<file path="src/pti_regs.svh">
`ifndef PTI_REGS_SVH
`define PTI_REGS_SVH

// Byte addresses on the register bus, one aligned 32-bit word each
`define PTI_ADDR_W 6
`define PTI_OFS_CTRL 6'h00
`define PTI_OFS_PHASE_LO 6'h04
`define PTI_OFS_PHASE_HI 6'h08
`define PTI_OFS_DUTY_LO 6'h0c
`define PTI_OFS_DUTY_HI 6'h10
`define PTI_OFS_PERIOD_LO 6'h14
`define PTI_OFS_PERIOD_HI 6'h18
`define PTI_OFS_COUNT_LO 6'h1c
`define PTI_OFS_COUNT_HI 6'h20
`define PTI_OFS_PERIPH_EN 6'h24
`define PTI_OFS_PERIPH_FLAG 6'h28
`define PTI_OFS_STATUS 6'h2c
`define PTI_OFS_CLEAR 6'h30
`define PTI_OFS_IRQ_EN 6'h34

// Field positions in the time base interrupt control register
`define PTI_EN_LSB 4
`define PTI_EN_MSB 7
`define PTI_FLAG_LSB 0
`define PTI_FLAG_MSB 3

// Reset values
`define PTI_CTRL_RST 8'h00
`define PTI_VALUE_RST 16'h0000
`define PTI_NIB_RST 4'h0
`define PTI_PIE_RST 8'h00

// Writable bits of the peripheral enable register, and this instance's slot
`define PTI_PIE_MASK 8'h77
`define PTI_PIR_INST_BIT 4

// Counter limits
`define PTI_COUNT_MAX 16'hffff
`define PTI_COUNT_ONE 16'h0001

`endif

</file>
<file path="src/pti_pkg.sv">
package pti_pkg;

   // One Avalon-MM request as driven by the bus master
   typedef struct packed {
      logic read;
      logic write;
      logic [5:0] address;
      logic [31:0] writedata;
      logic [3:0] byteenable;
   } pti_avm_req_t;

   // Time base events, packed in the same order as the flag bits 3..0
   typedef struct packed {
      logic overflow;
      logic phase;
      logic duty;
      logic period;
   } pti_evt_t;

endpackage

</file>
<file path="src/pti_time_base_irq.sv">
// Function
// - Flag overflow when counter wraps to zero
// - Flag phase when counter equals phase
// - Flag duty when counter equals duty
// - Flag period when counter equals period
// - Bit 7 enables overflow interrupts
// - Bit 6 enables phase interrupts
// - Bit 5 enables duty interrupts
// - Bit 4 enables period interrupts
// - Flags in bits 3..0, all bits read/write
// - Every control bit resets to zero
`timescale 1ns/1ns
`default_nettype none
`include "pti_regs.svh"

module pti_time_base_irq
   import pti_pkg::*;
(
   input wire logic sys_clk, // 100 MHz system clock
   input wire logic reset, // Asynchronous reset, active high
   input wire pti_avm_req_t bus_req, // Avalon-MM request from master
   output logic [31:0] readdata, // Avalon-MM read data
   output logic waitrequest, // Avalon-MM wait request
   input wire logic count_enable, // One-cycle tick advancing the counter
   output logic [15:0] time_base_counter, // Current counter value
   output pti_evt_t event_pulse, // Registered one-cycle event strobes
   output logic instance_time_base_request, // Per-instance request level
   output logic irq // Level interrupt from status and enable
);

   logic ack_r;
   logic [31:0] rdata_r;
   logic [31:0] rd_nxt;
   logic req;
   logic wr_stb;
   logic [7:0] wd;

   logic [15:0] counter_r;
   logic [15:0] count_inc;
   logic [15:0] phase_r;
   logic [15:0] duty_r;
   logic [15:0] period_r;
   logic [3:0] ien_r;
   logic [3:0] flag_r;
   logic [3:0] status_r;
   logic [3:0] sten_r;
   logic [7:0] pie_r;
   pti_evt_t evt_pulse_r;

   logic wr_ctrl;
   logic wr_ph_lo;
   logic wr_ph_hi;
   logic wr_dc_lo;
   logic wr_dc_hi;
   logic wr_pr_lo;
   logic wr_pr_hi;
   logic wr_cnt_lo;
   logic wr_cnt_hi;
   logic wr_cnt;
   logic wr_pie;
   logic wr_clr;
   logic wr_sten;

   logic tick;
   pti_evt_t evt;
   logic [3:0] evt_v;
   logic [7:0] ctrl_view;
   logic [7:0] pir_view;

   // Bus slave: every access waits exactly one cycle
   assign req = bus_req.read | bus_req.write;
   assign waitrequest = req & ~ack_r;

   always_ff @(posedge sys_clk or posedge reset) begin
      if (reset) begin
         ack_r <= 1'b0;
      end else begin
         ack_r <= req & ~ack_r;
      end
   end

   // Writes land on the edge where waitrequest is low
   assign wr_stb = bus_req.write & ack_r & bus_req.byteenable[0];
   assign wd = bus_req.writedata[7:0];

   assign wr_ctrl = wr_stb & (bus_req.address == `PTI_OFS_CTRL);
   assign wr_ph_lo = wr_stb & (bus_req.address == `PTI_OFS_PHASE_LO);
   assign wr_ph_hi = wr_stb & (bus_req.address == `PTI_OFS_PHASE_HI);
   assign wr_dc_lo = wr_stb & (bus_req.address == `PTI_OFS_DUTY_LO);
   assign wr_dc_hi = wr_stb & (bus_req.address == `PTI_OFS_DUTY_HI);
   assign wr_pr_lo = wr_stb & (bus_req.address == `PTI_OFS_PERIOD_LO);
   assign wr_pr_hi = wr_stb & (bus_req.address == `PTI_OFS_PERIOD_HI);
   assign wr_cnt_lo = wr_stb & (bus_req.address == `PTI_OFS_COUNT_LO);
   assign wr_cnt_hi = wr_stb & (bus_req.address == `PTI_OFS_COUNT_HI);
   assign wr_pie = wr_stb & (bus_req.address == `PTI_OFS_PERIPH_EN);
   assign wr_clr = wr_stb & (bus_req.address == `PTI_OFS_CLEAR);
   assign wr_sten = wr_stb & (bus_req.address == `PTI_OFS_IRQ_EN);
   assign wr_cnt = wr_cnt_lo | wr_cnt_hi;

   // Time base counter; a software write takes priority over the tick
   assign count_inc = counter_r + `PTI_COUNT_ONE;

   always_ff @(posedge sys_clk or posedge reset) begin
      if (reset) begin
         counter_r <= `PTI_VALUE_RST;
      end else if (wr_cnt) begin
         if (wr_cnt_lo) begin
            counter_r[7:0] <= wd;
         end
         if (wr_cnt_hi) begin
            counter_r[15:8] <= wd;
         end
      end else if (count_enable) begin
         counter_r <= count_inc;
      end
   end

   assign time_base_counter = counter_r;

   // Compare settings, written one byte at a time
   always_ff @(posedge sys_clk or posedge reset) begin
      if (reset) begin
         phase_r <= `PTI_VALUE_RST;
      end else begin
         if (wr_ph_lo) begin
            phase_r[7:0] <= wd;
         end
         if (wr_ph_hi) begin
            phase_r[15:8] <= wd;
         end
      end
   end

   always_ff @(posedge sys_clk or posedge reset) begin
      if (reset) begin
         duty_r <= `PTI_VALUE_RST;
      end else begin
         if (wr_dc_lo) begin
            duty_r[7:0] <= wd;
         end
         if (wr_dc_hi) begin
            duty_r[15:8] <= wd;
         end
      end
   end

   always_ff @(posedge sys_clk or posedge reset) begin
      if (reset) begin
         period_r <= `PTI_VALUE_RST;
      end else begin
         if (wr_pr_lo) begin
            period_r[7:0] <= wd;
         end
         if (wr_pr_hi) begin
            period_r[15:8] <= wd;
         end
      end
   end

   // Events fire only on a counting step, so a stalled counter sitting on
   // a match value does not re-set a flag that software has just cleared
   assign tick = count_enable & ~wr_cnt;

   assign evt.overflow = tick & (counter_r == `PTI_COUNT_MAX);
   assign evt.phase = tick & (count_inc == phase_r);
   assign evt.duty = tick & (count_inc == duty_r);
   assign evt.period = tick & (count_inc == period_r);
   assign evt_v = evt;

   always_ff @(posedge sys_clk or posedge reset) begin
      if (reset) begin
         evt_pulse_r <= '0;
      end else begin
         evt_pulse_r <= evt;
      end
   end

   assign event_pulse = evt_pulse_r;

   // Enable half of the control register
   always_ff @(posedge sys_clk or posedge reset) begin
      if (reset) begin
         ien_r <= `PTI_NIB_RST;
      end else if (wr_ctrl) begin
         ien_r <= wd[`PTI_EN_MSB:`PTI_EN_LSB];
      end
   end

   // Flag and status bits, one per event; an event in the clearing
   // cycle wins so it is never lost
   genvar gi;
   generate
      for (gi = 0; gi < 4; gi = gi + 1) begin : g_evt
         always_ff @(posedge sys_clk or posedge reset) begin
            if (reset) begin
               flag_r[gi] <= 1'b0;
            end else if (evt_v[gi]) begin
               flag_r[gi] <= 1'b1;
            end else if (wr_ctrl) begin
               flag_r[gi] <= wd[`PTI_FLAG_LSB + gi];
            end
         end

         always_ff @(posedge sys_clk or posedge reset) begin
            if (reset) begin
               status_r[gi] <= 1'b0;
            end else if (evt_v[gi]) begin
               status_r[gi] <= 1'b1;
            end else if (wr_clr && wd[gi]) begin
               status_r[gi] <= 1'b0;
            end
         end
      end
   endgenerate

   // Bits 7..4 gate overflow, phase, duty and period in that order
   assign instance_time_base_request = |(flag_r & ien_r);

   assign ctrl_view = {ien_r, flag_r};

   // Peripheral enable register keeps only its implemented bits
   always_ff @(posedge sys_clk or posedge reset) begin
      if (reset) begin
         pie_r <= `PTI_PIE_RST;
      end else if (wr_pie) begin
         pie_r <= wd & `PTI_PIE_MASK;
      end
   end

   // The flag register mirrors the request; it is cleared at its source
   always_comb begin
      pir_view = 8'h00;
      pir_view[`PTI_PIR_INST_BIT] = instance_time_base_request;
   end

   // Interrupt enable, same layout as status
   always_ff @(posedge sys_clk or posedge reset) begin
      if (reset) begin
         sten_r <= `PTI_NIB_RST;
      end else if (wr_sten) begin
         sten_r <= wd[3:0];
      end
   end

   assign irq = |(status_r & sten_r);

   // Read mux; unmapped and write-only words read as zero
   always_comb begin
      rd_nxt = 32'h0000_0000;
      case (bus_req.address)
         `PTI_OFS_CTRL: begin
            rd_nxt[7:0] = ctrl_view;
         end
         `PTI_OFS_PHASE_LO: begin
            rd_nxt[7:0] = phase_r[7:0];
         end
         `PTI_OFS_PHASE_HI: begin
            rd_nxt[7:0] = phase_r[15:8];
         end
         `PTI_OFS_DUTY_LO: begin
            rd_nxt[7:0] = duty_r[7:0];
         end
         `PTI_OFS_DUTY_HI: begin
            rd_nxt[7:0] = duty_r[15:8];
         end
         `PTI_OFS_PERIOD_LO: begin
            rd_nxt[7:0] = period_r[7:0];
         end
         `PTI_OFS_PERIOD_HI: begin
            rd_nxt[7:0] = period_r[15:8];
         end
         `PTI_OFS_COUNT_LO: begin
            rd_nxt[7:0] = counter_r[7:0];
         end
         `PTI_OFS_COUNT_HI: begin
            rd_nxt[7:0] = counter_r[15:8];
         end
         `PTI_OFS_PERIPH_EN: begin
            rd_nxt[7:0] = pie_r;
         end
         `PTI_OFS_PERIPH_FLAG: begin
            rd_nxt[7:0] = pir_view;
         end
         `PTI_OFS_STATUS: begin
            rd_nxt[3:0] = status_r;
         end
         `PTI_OFS_IRQ_EN: begin
            rd_nxt[3:0] = sten_r;
         end
         default: begin
            rd_nxt = 32'h0000_0000;
         end
      endcase
   end

   // Sampled in the wait cycle and held through the accepting edge; a
   // 16-bit value read as two bytes can tear while the counter runs
   always_ff @(posedge sys_clk or posedge reset) begin
      if (reset) begin
         rdata_r <= 32'h0000_0000;
      end else if (bus_req.read & ~ack_r) begin
         rdata_r <= rd_nxt;
      end
   end

   assign readdata = rdata_r;

endmodule

`default_nettype wire

</file>
<file path="config.mk">
export PLATFORM = sky130hd
export DESIGN_NAME = pti_time_base_irq
export DESIGN_NICKNAME = d
export VERILOG_FILES = /design/src/pti_pkg.sv /design/src/pti_time_base_irq.sv
export VERILOG_INCLUDE_DIRS = /design/src
export SDC_FILE = /design/constraint.sdc
export NUM_CORES = 1
export LEC_CHECK = 0
export BUFFER_PORTS_ARGS = -buffer_cell sky130_fd_sc_hd__buf_2
export CORE_MARGIN = 1.5
export CORE_UTILIZATION = 46
export CTS_CLUSTER_DIAMETER = 80
export DETAILED_ROUTE_END_ITERATION = 7
export PLACE_DENSITY = 0.68
export SYNTH_ARGS = -nofsm -noshare
export SYNTH_HDL_FRONTEND = slang
export SYNTH_SLANG_ARGS = --single-unit
</file>
<file path="constraint.sdc">
create_clock -name sys_clk -period 3 [get_ports sys_clk]
set_input_delay 0.15 -clock sys_clk [delete_from_list [all_inputs] [get_ports sys_clk]]
set_output_delay 0.15 -clock sys_clk [all_outputs]
set_load 0.01 [all_outputs]
</file>
==> impl_metrics.env <==
export IMPL_wl_per_cell_um=21.69
export IMPL_setup_viol=0
export IMPL_setup_tns_final_ns=0
export IMPL_io_buffers=50
export IMPL_skew_ns=0.009099
export IMPL_synth_distinct_cells=67
export IMPL_ir_drop_uv=340.5
export IMPL_end_kind="register"
export IMPL_grt_busiest_layer="met2"
export IMPL_drc=0
export IMPL_drive_gt1_share_pct=23.42
export IMPL_instances_no_fill=906
export IMPL_cp_required_ns=3.27
export IMPL_nets=773
export IMPL_grt_overflow_total=0
export IMPL_post_cts_buffers=0
export IMPL_place_congestion=0.9539
export IMPL_ios=102
export IMPL_grt_use_met2_pct=43.46
export IMPL_maxCapViolCount=0
export IMPL_cts_tree="done"
export IMPL_rr_endpoint="ctrl_view[0]"
export IMPL_synthArstFlopShare_pct=100.0
export IMPL_cts_resized=0
export IMPL_antenna_found_initial=0
export IMPL_dr_pass1_iters=5
export IMPL_grt_pass1_vias=5227
export IMPL_area_delta_synth_final_pct=13.62
export IMPL_cts_htree_levels=3
export IMPL_worstPathCellList="ha_1, nand3_1, xnor2_1, or4_1, nor4_1, nand4_1, or4_4, o211ai_2"
export IMPL_root_buffer="clkbuf_16"
export IMPL_dpl_cell_count=890
export IMPL_route_vias_total=5486
export IMPL_final_cell_mix="dfrtp_1, nand2_1, buf_2, mux2_2, o21ai_0"
export IMPL_dp_hpwl_um=14800
export IMPL_run_status="finished clean"
export IMPL_detail_route_antenna_nets=0
export IMPL_r2r_start="time_base_counter[0]"
export IMPL_track_usage_pct=28.14
export IMPL_totalPowerFinal_uw=4592
export IMPL_slew_headroom_pct=30.67
export IMPL_postSynthRegisterBits=99
export IMPL_arrival_ns=3.10
export IMPL_synth_main_ff_cell="dfrtp_1"
export IMPL_power_density_nw_per_um2=646.1
export IMPL_clkLatencyLatePin_ns=0.35
export IMPL_post_place_ws_ns=0.2187
export IMPL_coreArea_sq_um=13240
export IMPL_fin_ws_ns=0.1712
export IMPL_final_max_slew_violation_count=0
export IMPL_rows=42
export IMPL_critPathMaxFanout=8
export IMPL_ff2ff_setup_slack_ns=0.17
export IMPL_clk_pin_slew_ns=0.07
export IMPL_wirelength_um=19650
export IMPL_grt_max_degree=85
export IMPL_die_area_sq_um=14310
export IMPL_leakage_uw=0.003248
export IMPL_ys_warn_count=0
export IMPL_grt_use_met1_pct=40.49
export IMPL_die_x_um=119.6
export IMPL_cts_hold_buffers=0
export IMPL_synth_area_per_cell_sq_um=9.408
export IMPL_start_util_pct=47.24
export IMPL_finalCritPeriodShare_pct=94.29
export IMPL_max_freq_ghz=0.3535
export IMPL_worst_slew_pin_slew_ns=1.040
export IMPL_viasPerCell=6.055
export IMPL_rsz0062_at_grt="false"
export IMPL_critPathKind="reg -> reg"
export IMPL_num_antenna_cells=0
export IMPL_cts_buffers=9
export IMPL_grt_pass1_wl_um=30530
export IMPL_ys_seq_area_share_pct=39.60
export IMPL_finalCriticalPeriod_ns=2.829
export IMPL_syn_area_sq_um=6256
export IMPL_reg2reg_depth=8
export IMPL_syn_inst=665
export IMPL_synth_edf_count=0
export IMPL_fillCellCount=1223
export IMPL_layout_commonest_cell="dfrtp_1"
export IMPL_fin_util_pct=53.68
export IMPL_use_met3_pct=3.992
export IMPL_drt_initial_drc_count=598
export IMPL_die_h_um=119.6
export IMPL_cp_slowest_stage_delay_ns=0.48
export IMPL_slowest_stage="or4_4"
export IMPL_start_kind="register"
export IMPL_hold_path_class="in -> async"
export IMPL_cts_buffer_depth=2
export IMPL_hold_viol=0
export IMPL_clkSinkCount=99
## per-stage QoR
step | instance area [sq um] | hold slack (ns)
after CTS | 7108 | 0.06423
after global routing | 7108 | 0.1274
after global placement | 6764 | 0.4164
after floorplan | 6342 | 0.3004
final | 7108 | 0.04901
after detailed placement | 6764 | 0.4296
## critical path: cells and delay by family (launching register included)
family / cells / cell delay (ns)
AO/OA/AOI/OAI: 1 / 0.10
XOR/XNOR: 1 / 0.22
adder cells (fa/ha/maj): 1 / 0.38
flip-flops: 1 / 0.36
AND/OR/NAND/NOR: 5 / 1.69
## synthesized netlist by cell type (9+ instances only)
library cell,n,area share (%)
a21oi_1,31,2.5
a22o_1,9,1.3
a31oi_1,11,1.1
buf_4,25,3.0
clkbuf_1,26,1.6
dfrtp_1,99,40
inv_1,18,1.1
mux2_2,45,8.1
mux2i_1,20,3.2
nand2_1,72,4.3
nand2b_1,9,0.90
nand3_1,16,1.3
nand4_1,9,0.90
nor2_1,41,2.5
nor3_1,10,0.80
o21ai_0,42,3.4
o22a_1,12,1.7
xnor2_1,35,4.9
xor2_1,20,2.8
## where the power goes
| group | switching, uW | total (uW) | leakage, uW | internal, uW |
|---|---|---|---|---|
| Clock | 532 | 1370 | 0.000163 | 840 |
| Sequential | 138 | 1590 | 0.00133 | 1460 |
| Combinational | 988 | 1630 | 0.00175 | 639 |
## worst max-delay path by stage
stage | startpoint | endpoint | depth (start not counted)
after floorplan | reset | ack_r | 1
after global placement | time_base_counter[0] | ctrl_view[0] | 8
after detailed placement | time_base_counter[0] | ctrl_view[0] | 8
after CTS | time_base_counter[0] | ctrl_view[0] | 8
after global routing | time_base_counter[0] | ctrl_view[1] | 10
final | time_base_counter[0] | ctrl_view[0] | 8
## layer usage
metal,part of all wire [%],vias to the layer above
met5,0,-
met4,2.3,0
met3,7.3,34
met2,46,267
met1,45,2695
li1,-,2490
## cell families (layout without fill, tap and decap cells)
logic type,Yosys count,in the layout,synth area share [%]
mux,66,66,11.66
flops,99,99,39.60
compound gates,157,157,16.82
xor+xnor,56,56,7.960
fa+ha+maj,2,2,0.3600
other cells,1,24,0.05994
simple gates,202,202,16.84
buf+inv,82,124,6.700
## registers in the layout, indices dropped and copies added, names as in the netlist
signal	count
ien_r	4
sten_r	4
readdata	8
duty_r	16
status_r	4
ack_r	1
time_base_counter	16
phase_r	16
ctrl_view	4
event_pulse	4
period_r	16
pie_r	6
## area by class of cell
class                   instances  area, sq um  share of cell area [%]
well taps                     176        220.2                   3.098
multi-input cells             507         3446                   48.48
clock inverters                 4        97.59                   1.373
flip-flops and latches         99         2477                   34.85
inverters                      18        70.07                  0.9857
repair buffers                 90        550.5                   7.745
clock buffers                  12        246.5                   3.468
Power figures use the tool's default switching activity.
